$ cat config.mk
export PLATFORM = sky130hd
export DESIGN_NAME = bpab_top
export DESIGN_NICKNAME = d
export VERILOG_FILES = /design/src/common/bpab_pkg.sv /design/src/common/bpab_sync_if.sv /design/src/hw/bpab_pin_sync.sv /design/src/hw/bpab_top.sv
export SDC_FILE = /design/constraint.sdc
export NUM_CORES = 1
export LEC_CHECK = 0
export BUFFER_PORTS_ARGS = -buffer_cell sky130_fd_sc_hd__buf_2
export CAP_MARGIN = 0
export CORE_ASPECT_RATIO = 0.9
export CORE_MARGIN = 1
export CORE_UTILIZATION = 29
export DETAILED_ROUTE_END_ITERATION = 16
export GPL_ROUTABILITY_DRIVEN = 1
export PLACE_DENSITY = 0.53
export SLEW_MARGIN = 20
export SYNTH_ARGS = -nofsm -noshare
export SYNTH_HDL_FRONTEND = slang
export SYNTH_HIERARCHICAL = 1
export SYNTH_SLANG_ARGS = --single-unit
$ cat constraint.sdc
create_clock -name clock -period 7.1 [get_ports clock]
set_input_delay 0.71 -clock clock [delete_from_list [all_inputs] [get_ports clock]]
set_output_delay 0.71 -clock clock [all_outputs]
set_load 0.01 [all_outputs]
$ cat src/common/bpab_pkg.sv
// package: register map, field layout and bus codes of the two-port gpio block
package bpab_pkg;
  localparam int unsigned BPAB_DATA_W = 32;
  localparam int unsigned BPAB_WIDE_W = 8;
  localparam int unsigned BPAB_NARROW_W = 3;
  localparam int unsigned BPAB_SYNC_W = BPAB_WIDE_W + BPAB_NARROW_W;
  // register indices; byte address is four times the index
  localparam logic [7:0] BPAB_IDX_WIDE_DATA = 8'h00;
  localparam logic [7:0] BPAB_IDX_NARROW_DATA = 8'h01;
  localparam logic [7:0] BPAB_IDX_WIDE_DIR = 8'h04;
  localparam logic [7:0] BPAB_IDX_NARROW_DIR = 8'h05;
  localparam logic [7:0] BPAB_IDX_KEYPAD_EN = 8'h17;
  localparam logic [7:0] BPAB_IDX_PIN_OPT = 8'h1a;
  localparam logic [7:0] BPAB_IDX_PULLUP = 8'h3e;
  // narrow port pins sit at these bit positions of its registers
  localparam int unsigned BPAB_NB_POS0 = 0;
  localparam int unsigned BPAB_NB_POS1 = 1;
  localparam int unsigned BPAB_NB_POS2 = 5;
  localparam logic [7:0] BPAB_DIR_RESET = 8'h00;
  localparam logic [7:0] BPAB_CTRL_RESET = 8'h00;
  localparam int unsigned BPAB_WIDE_DIR7 = 7;
  localparam logic [1:0] BPAB_RESP_OKAY = 2'h0;
  localparam logic [1:0] BPAB_RESP_SLVERR = 2'h2;
  typedef enum logic [6:0] {
    BPAB_R_WIDE_DATA = 7'h01,
    BPAB_R_NARROW_DATA = 7'h02,
    BPAB_R_WIDE_DIR = 7'h04,
    BPAB_R_NARROW_DIR = 7'h08,
    BPAB_R_KEYPAD_EN = 7'h10,
    BPAB_R_PIN_OPT = 7'h20,
    BPAB_R_PULLUP = 7'h40
  } bpab_reg_t;
endpackage

$ cat src/common/bpab_sync_if.sv
// interface: raw pin levels in, synchronised levels out
`timescale 1ns/1ps
`default_nettype none
interface bpab_sync_if #(parameter int unsigned W = 11);
  logic [W-1:0] raw;
  logic [W-1:0] sync;
  modport src (output raw, input sync);
  modport dst (input raw, output sync);
endinterface
`default_nettype wire

$ cat src/hw/bpab_pin_sync.sv
// two-flop synchroniser for the pin levels
`timescale 1ns/1ps
`default_nettype none
module bpab_pin_sync #(
  parameter int unsigned W = 11
) (
  input wire logic clock,
  input wire logic sys_rst,
  bpab_sync_if.dst sif
);
  import bpab_pkg::*;
  logic [W-1:0] meta_q, meta_d, sync_q, sync_d;

  always_comb begin
    meta_d = sif.raw;
    sync_d = meta_q;
  end

  always_ff @(posedge clock or posedge sys_rst) begin
    if (sys_rst) begin
      meta_q <= '0;
      sync_q <= '0;
    end else begin
      meta_q <= meta_d;
      sync_q <= sync_d;
    end
  end

  assign sif.sync = sync_q;
endmodule // bpab_pin_sync
`default_nettype wire

$ cat src/hw/bpab_top.sv
// top: two-port gpio with axi4-lite register slave
`timescale 1ns/1ps
`default_nettype none
module bpab_top #(
  parameter int unsigned ADDR_W = 8
) (
  input wire logic clock,
  input wire logic sys_rst,
  input wire logic por_lvr_rst,
  input wire logic [ADDR_W-1:0] s_axi_awaddr,
  input wire logic s_axi_awvalid,
  output var logic s_axi_awready,
  input wire logic [bpab_pkg::BPAB_DATA_W-1:0] s_axi_wdata,
  input wire logic [3:0] s_axi_wstrb,
  input wire logic s_axi_wvalid,
  output var logic s_axi_wready,
  output var logic [1:0] s_axi_bresp,
  output var logic s_axi_bvalid,
  input wire logic s_axi_bready,
  input wire logic [ADDR_W-1:0] s_axi_araddr,
  input wire logic s_axi_arvalid,
  output var logic s_axi_arready,
  output var logic [bpab_pkg::BPAB_DATA_W-1:0] s_axi_rdata,
  output var logic [1:0] s_axi_rresp,
  output var logic s_axi_rvalid,
  input wire logic s_axi_rready,
  input wire logic [bpab_pkg::BPAB_WIDE_W-1:0] wide_pin_in,
  output var logic [bpab_pkg::BPAB_WIDE_W-1:0] wide_pin_out,
  output var logic [bpab_pkg::BPAB_WIDE_W-1:0] wide_pin_oe_n,
  output var logic [bpab_pkg::BPAB_WIDE_W-1:0] wide_pullup_en,
  output var logic [bpab_pkg::BPAB_WIDE_W-1:0] keypad_irq_inputs,
  input wire logic [bpab_pkg::BPAB_NARROW_W-1:0] narrow_pin_in,
  output var logic [bpab_pkg::BPAB_NARROW_W-1:0] narrow_pin_out,
  output var logic [bpab_pkg::BPAB_NARROW_W-1:0] narrow_pin_oe_n,
  output var logic [bpab_pkg::BPAB_NARROW_W-1:0] narrow_pullup_en,
  output var logic [bpab_pkg::BPAB_NARROW_W-1:0] led_direct_drive
);
  import bpab_pkg::*;

  if (ADDR_W < 8 || ADDR_W > 16) begin : g_chk
    $error("ADDR_W must be 8 to 16");
  end

  // narrow register byte to pin vector and back
  function automatic logic [BPAB_NARROW_W-1:0] nb_unpack(input logic [7:0] v);
    nb_unpack = {v[BPAB_NB_POS2], v[BPAB_NB_POS1], v[BPAB_NB_POS0]};
  endfunction

  function automatic logic [7:0] nb_pack(input logic [BPAB_NARROW_W-1:0] v);
    nb_pack = '0;
    nb_pack[BPAB_NB_POS0] = v[0];
    nb_pack[BPAB_NB_POS1] = v[1];
    nb_pack[BPAB_NB_POS2] = v[2];
  endfunction

  // latch where driven, pin level where input
  function automatic logic [7:0] port_read(input logic [7:0] dir, input logic [7:0] lat, input logic [7:0] pin);
    port_read = (dir & lat) | (~dir & pin);
  endfunction

  // address to one-hot register select, zero when unmapped
  function automatic logic [6:0] addr_sel(input logic [ADDR_W-1:0] a);
    logic [ADDR_W-3:0] idx;
    idx = a[ADDR_W-1:2];
    addr_sel = '0;
    if (a[1:0] == 2'h0) begin
      if (idx == (ADDR_W-2)'(BPAB_IDX_WIDE_DATA)) addr_sel = BPAB_R_WIDE_DATA;
      if (idx == (ADDR_W-2)'(BPAB_IDX_NARROW_DATA)) addr_sel = BPAB_R_NARROW_DATA;
      if (idx == (ADDR_W-2)'(BPAB_IDX_WIDE_DIR)) addr_sel = BPAB_R_WIDE_DIR;
      if (idx == (ADDR_W-2)'(BPAB_IDX_NARROW_DIR)) addr_sel = BPAB_R_NARROW_DIR;
      if (idx == (ADDR_W-2)'(BPAB_IDX_KEYPAD_EN)) addr_sel = BPAB_R_KEYPAD_EN;
      if (idx == (ADDR_W-2)'(BPAB_IDX_PIN_OPT)) addr_sel = BPAB_R_PIN_OPT;
      if (idx == (ADDR_W-2)'(BPAB_IDX_PULLUP)) addr_sel = BPAB_R_PULLUP;
    end
  endfunction

  // pin synchroniser
  bpab_sync_if #(.W(BPAB_SYNC_W)) sif ();
  assign sif.raw = {narrow_pin_in, wide_pin_in};
  bpab_pin_sync #(.W(BPAB_SYNC_W)) u_sync (
    .clock(clock),
    .sys_rst(sys_rst),
    .sif(sif)
  );
  logic [7:0] wide_sync, narrow_sync;
  assign wide_sync = sif.sync[BPAB_WIDE_W-1:0];
  assign narrow_sync = nb_pack(sif.sync[BPAB_SYNC_W-1:BPAB_WIDE_W]);

  // bus state
  logic aw_have_q, aw_have_d, w_have_q, w_have_d;
  logic [ADDR_W-1:0] awaddr_q, awaddr_d;
  logic [7:0] wbyte_q, wbyte_d;
  logic wen_q, wen_d;
  logic awready_q, awready_d, wready_q, wready_d, bvalid_q, bvalid_d;
  logic arready_q, arready_d, rvalid_q, rvalid_d;
  logic [1:0] bresp_q, bresp_d, rresp_q, rresp_d;
  logic [7:0] rdata_q, rdata_d;
  logic do_write;
  logic [6:0] wsel, rsel;

  // register state
  logic [6:0] wide_dir_lo_q, wide_dir_lo_d;
  logic wide_dir7_q, wide_dir7_d;
  logic [7:0] wide_dir;
  logic [7:0] narrow_dir_q, narrow_dir_d, kbie_q, kbie_d, opt_q, opt_d, pull_q, pull_d;
  logic [7:0] wide_lat_q, wide_lat_d, narrow_lat_q, narrow_lat_d;
  assign wide_dir = {wide_dir7_q, wide_dir_lo_q};

  always_comb begin
    do_write = aw_have_q && w_have_q && !bvalid_q;
    wsel = addr_sel(awaddr_q);
    rsel = addr_sel(s_axi_araddr);
    aw_have_d = aw_have_q;
    w_have_d = w_have_q;
    awaddr_d = awaddr_q;
    wbyte_d = wbyte_q;
    wen_d = wen_q;
    bvalid_d = bvalid_q;
    bresp_d = bresp_q;
    rvalid_d = rvalid_q;
    rresp_d = rresp_q;
    rdata_d = rdata_q;
    if (s_axi_awvalid && awready_q) begin
      aw_have_d = 1'b1;
      awaddr_d = s_axi_awaddr;
    end
    if (s_axi_wvalid && wready_q) begin
      w_have_d = 1'b1;
      wbyte_d = s_axi_wdata[7:0];
      wen_d = s_axi_wstrb[0];
    end
    if (do_write) begin
      aw_have_d = 1'b0;
      w_have_d = 1'b0;
      bvalid_d = 1'b1;
      bresp_d = (wsel == '0) ? BPAB_RESP_SLVERR : BPAB_RESP_OKAY;
    end else if (bvalid_q && s_axi_bready) begin
      bvalid_d = 1'b0;
    end
    if (s_axi_arvalid && arready_q) begin
      rvalid_d = 1'b1;
      rresp_d = (rsel == '0) ? BPAB_RESP_SLVERR : BPAB_RESP_OKAY;
      unique case (1'b1)
        rsel[0]: rdata_d = port_read(wide_dir, wide_lat_q, wide_sync);
        rsel[1]: rdata_d = port_read(narrow_dir_q, narrow_lat_q, narrow_sync);
        rsel[2]: rdata_d = wide_dir;
        rsel[3]: rdata_d = narrow_dir_q;
        rsel[4]: rdata_d = kbie_q;
        rsel[5]: rdata_d = opt_q;
        rsel[6]: rdata_d = pull_q;
        default: rdata_d = '0;
      endcase
    end else if (rvalid_q && s_axi_rready) begin
      rvalid_d = 1'b0;
    end
    awready_d = !aw_have_d && !bvalid_d;
    wready_d = !w_have_d && !bvalid_d;
    arready_d = !rvalid_d;
  end

  always_ff @(posedge clock or posedge sys_rst) begin
    if (sys_rst) begin
      aw_have_q <= 1'b0;
      w_have_q <= 1'b0;
      awaddr_q <= '0;
      wbyte_q <= '0;
      wen_q <= 1'b0;
      awready_q <= 1'b0;
      wready_q <= 1'b0;
      bvalid_q <= 1'b0;
      bresp_q <= BPAB_RESP_OKAY;
      arready_q <= 1'b0;
      rvalid_q <= 1'b0;
      rresp_q <= BPAB_RESP_OKAY;
      rdata_q <= '0;
    end else begin
      aw_have_q <= aw_have_d;
      w_have_q <= w_have_d;
      awaddr_q <= awaddr_d;
      wbyte_q <= wbyte_d;
      wen_q <= wen_d;
      awready_q <= awready_d;
      wready_q <= wready_d;
      bvalid_q <= bvalid_d;
      bresp_q <= bresp_d;
      arready_q <= arready_d;
      rvalid_q <= rvalid_d;
      rresp_q <= rresp_d;
      rdata_q <= rdata_d;
    end
  end

  // register writes
  always_comb begin
    wide_dir_lo_d = wide_dir_lo_q;
    wide_dir7_d = wide_dir7_q;
    narrow_dir_d = narrow_dir_q;
    kbie_d = kbie_q;
    opt_d = opt_q;
    pull_d = pull_q;
    wide_lat_d = wide_lat_q;
    narrow_lat_d = narrow_lat_q;
    if (do_write && wen_q) begin
      unique case (1'b1)
        wsel[0]: wide_lat_d = wbyte_q;
        wsel[1]: narrow_lat_d = nb_pack(nb_unpack(wbyte_q));
        wsel[2]: {wide_dir7_d, wide_dir_lo_d} = wbyte_q;
        wsel[3]: narrow_dir_d = nb_pack(nb_unpack(wbyte_q));
        wsel[4]: kbie_d = wbyte_q;
        wsel[5]: opt_d = nb_pack(nb_unpack(wbyte_q));
        wsel[6]: pull_d = nb_pack(nb_unpack(wbyte_q));
        default: wide_lat_d = wide_lat_q;
      endcase
    end
  end

  always_ff @(posedge clock or posedge sys_rst) begin
    if (sys_rst) begin
      wide_dir_lo_q <= BPAB_DIR_RESET[6:0];
      narrow_dir_q <= BPAB_DIR_RESET;
      kbie_q <= BPAB_CTRL_RESET;
      opt_q <= BPAB_CTRL_RESET;
      pull_q <= BPAB_CTRL_RESET;
    end else begin
      wide_dir_lo_q <= wide_dir_lo_d;
      narrow_dir_q <= narrow_dir_d;
      kbie_q <= kbie_d;
      opt_q <= opt_d;
      pull_q <= pull_d;
    end
  end

  // direction bit 7 answers only power-on or low-voltage reset
  always_ff @(posedge clock or posedge por_lvr_rst) begin
    if (por_lvr_rst) begin
      wide_dir7_q <= BPAB_DIR_RESET[BPAB_WIDE_DIR7];
    end else begin
      wide_dir7_q <= wide_dir7_d;
    end
  end

  // data latches carry no reset
  always_ff @(posedge clock) begin
    wide_lat_q <= wide_lat_d;
    narrow_lat_q <= narrow_lat_d;
  end

  // pin drivers
  logic [7:0] wpo_d, wpoe_d, wpu_d, kbi_d;
  logic [2:0] npo_d, npoe_d, npu_d, led_d;
  logic [7:0] wpo_q, wpoe_q, wpu_q, kbi_q;
  logic [2:0] npo_q, npoe_q, npu_q, led_q;

  always_comb begin
    wpoe_d = ~(wide_dir & ~kbie_q);
    wpo_d = wide_dir & ~kbie_q & wide_lat_q;
    wpu_d = kbie_q;
    kbi_d = kbie_q & wide_sync;
    npo_d = '0;
    npoe_d = ~(nb_unpack(narrow_dir_q) & ~nb_unpack(narrow_lat_q));
    npu_d = nb_unpack(pull_q);
    led_d = nb_unpack(opt_q);
  end

  always_ff @(posedge clock or posedge sys_rst) begin
    if (sys_rst) begin
      wpo_q <= '0;
      wpoe_q <= '1;
      wpu_q <= '0;
      kbi_q <= '0;
      npo_q <= '0;
      npoe_q <= '1;
      npu_q <= '0;
      led_q <= '0;
    end else begin
      wpo_q <= wpo_d;
      wpoe_q <= wpoe_d;
      wpu_q <= wpu_d;
      kbi_q <= kbi_d;
      npo_q <= npo_d;
      npoe_q <= npoe_d;
      npu_q <= npu_d;
      led_q <= led_d;
    end
  end

  assign s_axi_awready = awready_q;
  assign s_axi_wready = wready_q;
  assign s_axi_bvalid = bvalid_q;
  assign s_axi_bresp = bresp_q;
  assign s_axi_arready = arready_q;
  assign s_axi_rvalid = rvalid_q;
  assign s_axi_rresp = rresp_q;
  assign s_axi_rdata = {{(BPAB_DATA_W-8){1'b0}}, rdata_q};
  assign wide_pin_out = wpo_q;
  assign wide_pin_oe_n = wpoe_q;
  assign wide_pullup_en = wpu_q;
  assign keypad_irq_inputs = kbi_q;
  assign narrow_pin_out = npo_q;
  assign narrow_pin_oe_n = npoe_q;
  assign narrow_pullup_en = npu_q;
  assign led_direct_drive = led_q;
endmodule // bpab_top
`default_nettype wire

==> results.md <==
- Power share of the clock group: 0.431
- Setup CP Type: reg -> reg
- Top Family by Delay on Critical Path: simple AND/OR/NAND/NOR gates
- I/O pins: 156
- Starting Density: 0.2997
- Net Sw Frac: 0.2533
- Final Core Density: 0.3765
- Worst skew pair latency: 0.41 ns
- DR WL/cell: 15.68 um
- Avg Inst Size Synth: 14.16 um2
- Post-synth cell types: 48
- Post-synthesis cell area: 5112 um2
- Period utilization: 0.3243
- N_diodes: 0
- Status: completed
- Die H: 128.0 um
- Max cap viols: 0
- Setup-failing EPs final: 0
- Vias per cell: 4.218
- EDFF count, synth: 11
- Total GRT Usage: 0.1349
- Register area share after synthesis: 0.6645
- Clk pin slew, worst setup/hold paths: 0.06 ns
- Final Hold Vio Count: 0
- Fmax: 0.4343 GHz
- Port bufs: 99
- Worst EP arrival: 2.60 ns
- Post-DRT Antenna Nets: 0
- Post-layout min period: 2.302 ns
- CP max FO: 9
- Synth Register Bits: 133
- Synth area leaders: dfrtp_1, mux2_2, edfxtp_1
- Critical Path RT: 7.40 ns
- Gpl congestion: 0.7943
- Max Root-Sink Buffers: 2
- Largest net degree at the start of global routing: 75
- Worst path slowest cell: nor4_4
- Iteration-0 DRC count of the detailed router: 112
- Hpwl dp: 8034 um
- Pint: 0.001619 W
- Number of clock sinks: 133
- Top cells by count, synth: dfrtp_1, mux2_2, buf_4
- Residual DRC: 0
- CORE AREA: 17,060 um2
- Number of antenna violations at the first check in global routing: 1
- Crit. End Element: register
- RSZ-0062 raised after global routing: no
- Seq pwr share: 0.456
- Crit path buf inv count: 0
- DRT Wirelength: 11,310 um
- Die outline width: 142.0 um
- Slew headroom: 0.3691
- Slowest stage delay, CP: 0.77 ns
- First-pass DRT Iterations: 4
- Max Clock Skew: 0.008318 ns
- DIE AREA: 18,160 um2
- Total gr overflow: 0
- VDD IR max: 0.0001873 V
- FP Rows: 45
- Cells after Synth: 361
- Leading area contributor after synthesis: dfrtp_1
- FFs w/ async S/R, synth: 0.9173
- Total power: 0.002169 W
- Most instantiated library cell after synthesis: dfrtp_1
- Total CTS buffers: 17
- Post-CTS setup buffer count: 0
- Ratio of cells with drive above 1 in the final layout: 0.4177
- Share of the synthesized area in the top cell type: 0.5433
- Crit path cell chain: and3b_1 > nand3_1 > nor4_4 > mux2_2
- Yosys warnings: 6
- First-pass GRT wire length: 17,510 um
- Post-CTS Resized: 0
- Comb pwr share: 0.113
- Switching pwr: 0.0005493 W
- CTS HTree Levels: 4
- Synth-to-layout area growth: 25.65%
- Critical path launch point type: register
- Root Driver: clkbuf_16
- Nets: 544
- Final TNS setup: 0 ns
- Vias: 3,041
- P per Cell Area: 337.6 nW/um2
- Vias in the first global route: 3,124
- Max-slew violation count: 0
- Leakage: 3.077 nW
- CTS Hold Bufs: 0
- Hold Path Class: in -> async
- Worst-margin pin slew: 0.9463 ns
- TritonCTS clock tree: done
- Ys flop type: dfrtp_1
## sequential cells by signal (all words and copies together) (netlist names), 3 cells and up
register           count
wide_pin_oe_n          8
narrow_pullup_en       3
wide_pullup_en         8
narrow_dir_q           3
narrow_pin_oe_n        3
wide_lat_q             8
keypad_irq_inputs      8
wbyte_q                8
narrow_lat_q           3
u_sync/meta_q         11
rdata_q                8
pull_q                 3
kbie_q                 8
wide_pin_out           8
u_sync/sif.sync       11
wide_dir_lo_q          7
opt_q                  3
led_direct_drive       3
awaddr_q               8
## worst reg2reg max path: stages, from the launching register on
cell     delay (ns)
dfrtp_1        0.38
and3b_1        0.38
nand3_1        0.24
nor4_4         0.77
mux2_2         0.42
## power groups by stage
| stage | clock network, W | logic, W | registers (W) |
|---|---|---|---|
| 3_5_place_dp | 0 | 0.000250 | 0.00100 |
| 5_1_grt | 0.000996 | 0.000273 | 0.00101 |
| 2_1_floorplan | 0 | 0.000183 | 0.000972 |
| 4_1_cts | 0.000963 | 0.000251 | 0.000989 |
| 3_3_place_gp | 0 | 0.000241 | 0.000993 |
| 6_report | 0.000936 | 0.000245 | 0.000988 |
## layout by cell type, fill, tap and decap left out, types with 10 or more instances in the layout
| master | instances |
|---|---|
| dfrtp_1 | 111 |
| buf_2 | 99 |
| mux2_2 | 42 |
| conb_1 | 29 |
| clkbuf_16 | 17 |
| nor2_1 | 16 |
| nand2b_1 | 16 |
| inv_1 | 13 |
| o21ai_0 | 12 |
| and2_1 | 11 |
| edfxtp_1 | 11 |
| dfstp_2 | 11 |
| a22o_1 | 10 |
## through the flow
step	hold WS [ns]	cell area, um2	setup slack [ns]	cells
floorplan	0.3312	5218	3.818	389
global placement	0.3335	5782	4.649	689
detailed placement	0.3356	5782	4.644	689
CTS	0.09364	6424	4.748	721
global route	0.1007	6424	4.667	721
finish	0.1196	6424	4.798	721
## routing by layer
layer	GRT usage	routed length, um	vias to the layer above
met5	0	0	-
met4	0.06072	173	0
met3	0.04296	672	12
met2	0.2115	5406	87
met1	0.1707	5055	1505
li1	-	-	1437
## final cells by class
class / instances / area, um2
clock inverters: 12 / 175.2
flip-flops and latches: 133 / 3397
repair buffers: 101 / 510.5
well taps: 235 / 294.0
fillers: 1666 / 10640
inverters: 15 / 58.81
multi-input cells: 205 / 1521
clock buffers: 20 / 466.7
## final timing paths
| check | startpoint | end | slack, ns | cells past startpoint |
|---|---|---|---|---|
| max | s_axi_bvalid | wide_dir_lo_q[1] | 4.80 | 4 |
| max in group asynchronous | sys_rst | kbie_q[3] | 5.55 | 3 |
| min in group clock | u_sync/meta_q[2] | u_sync/sif.sync[2] | 0.34 | 0 |
| max reg2reg | s_axi_bvalid | wide_dir_lo_q[1] | 4.80 | 4 |
| min reg2reg | u_sync/meta_q[2] | u_sync/sif.sync[2] | 0.34 | 0 |
| min | por_lvr_rst | wide_dir7_q | 0.12 | 2 |
## kinds of logic after synthesis
family	synth area share
AOI/OAI and AO/OA	0.06804
muxes	0.1043
xor gates and xnor gates	0.001713
buffers and inverters	0.05972
other	0.0007335
DFF	0.6645
and+or+nand+nor	0.1011
Power figures use the tool's default switching activity.
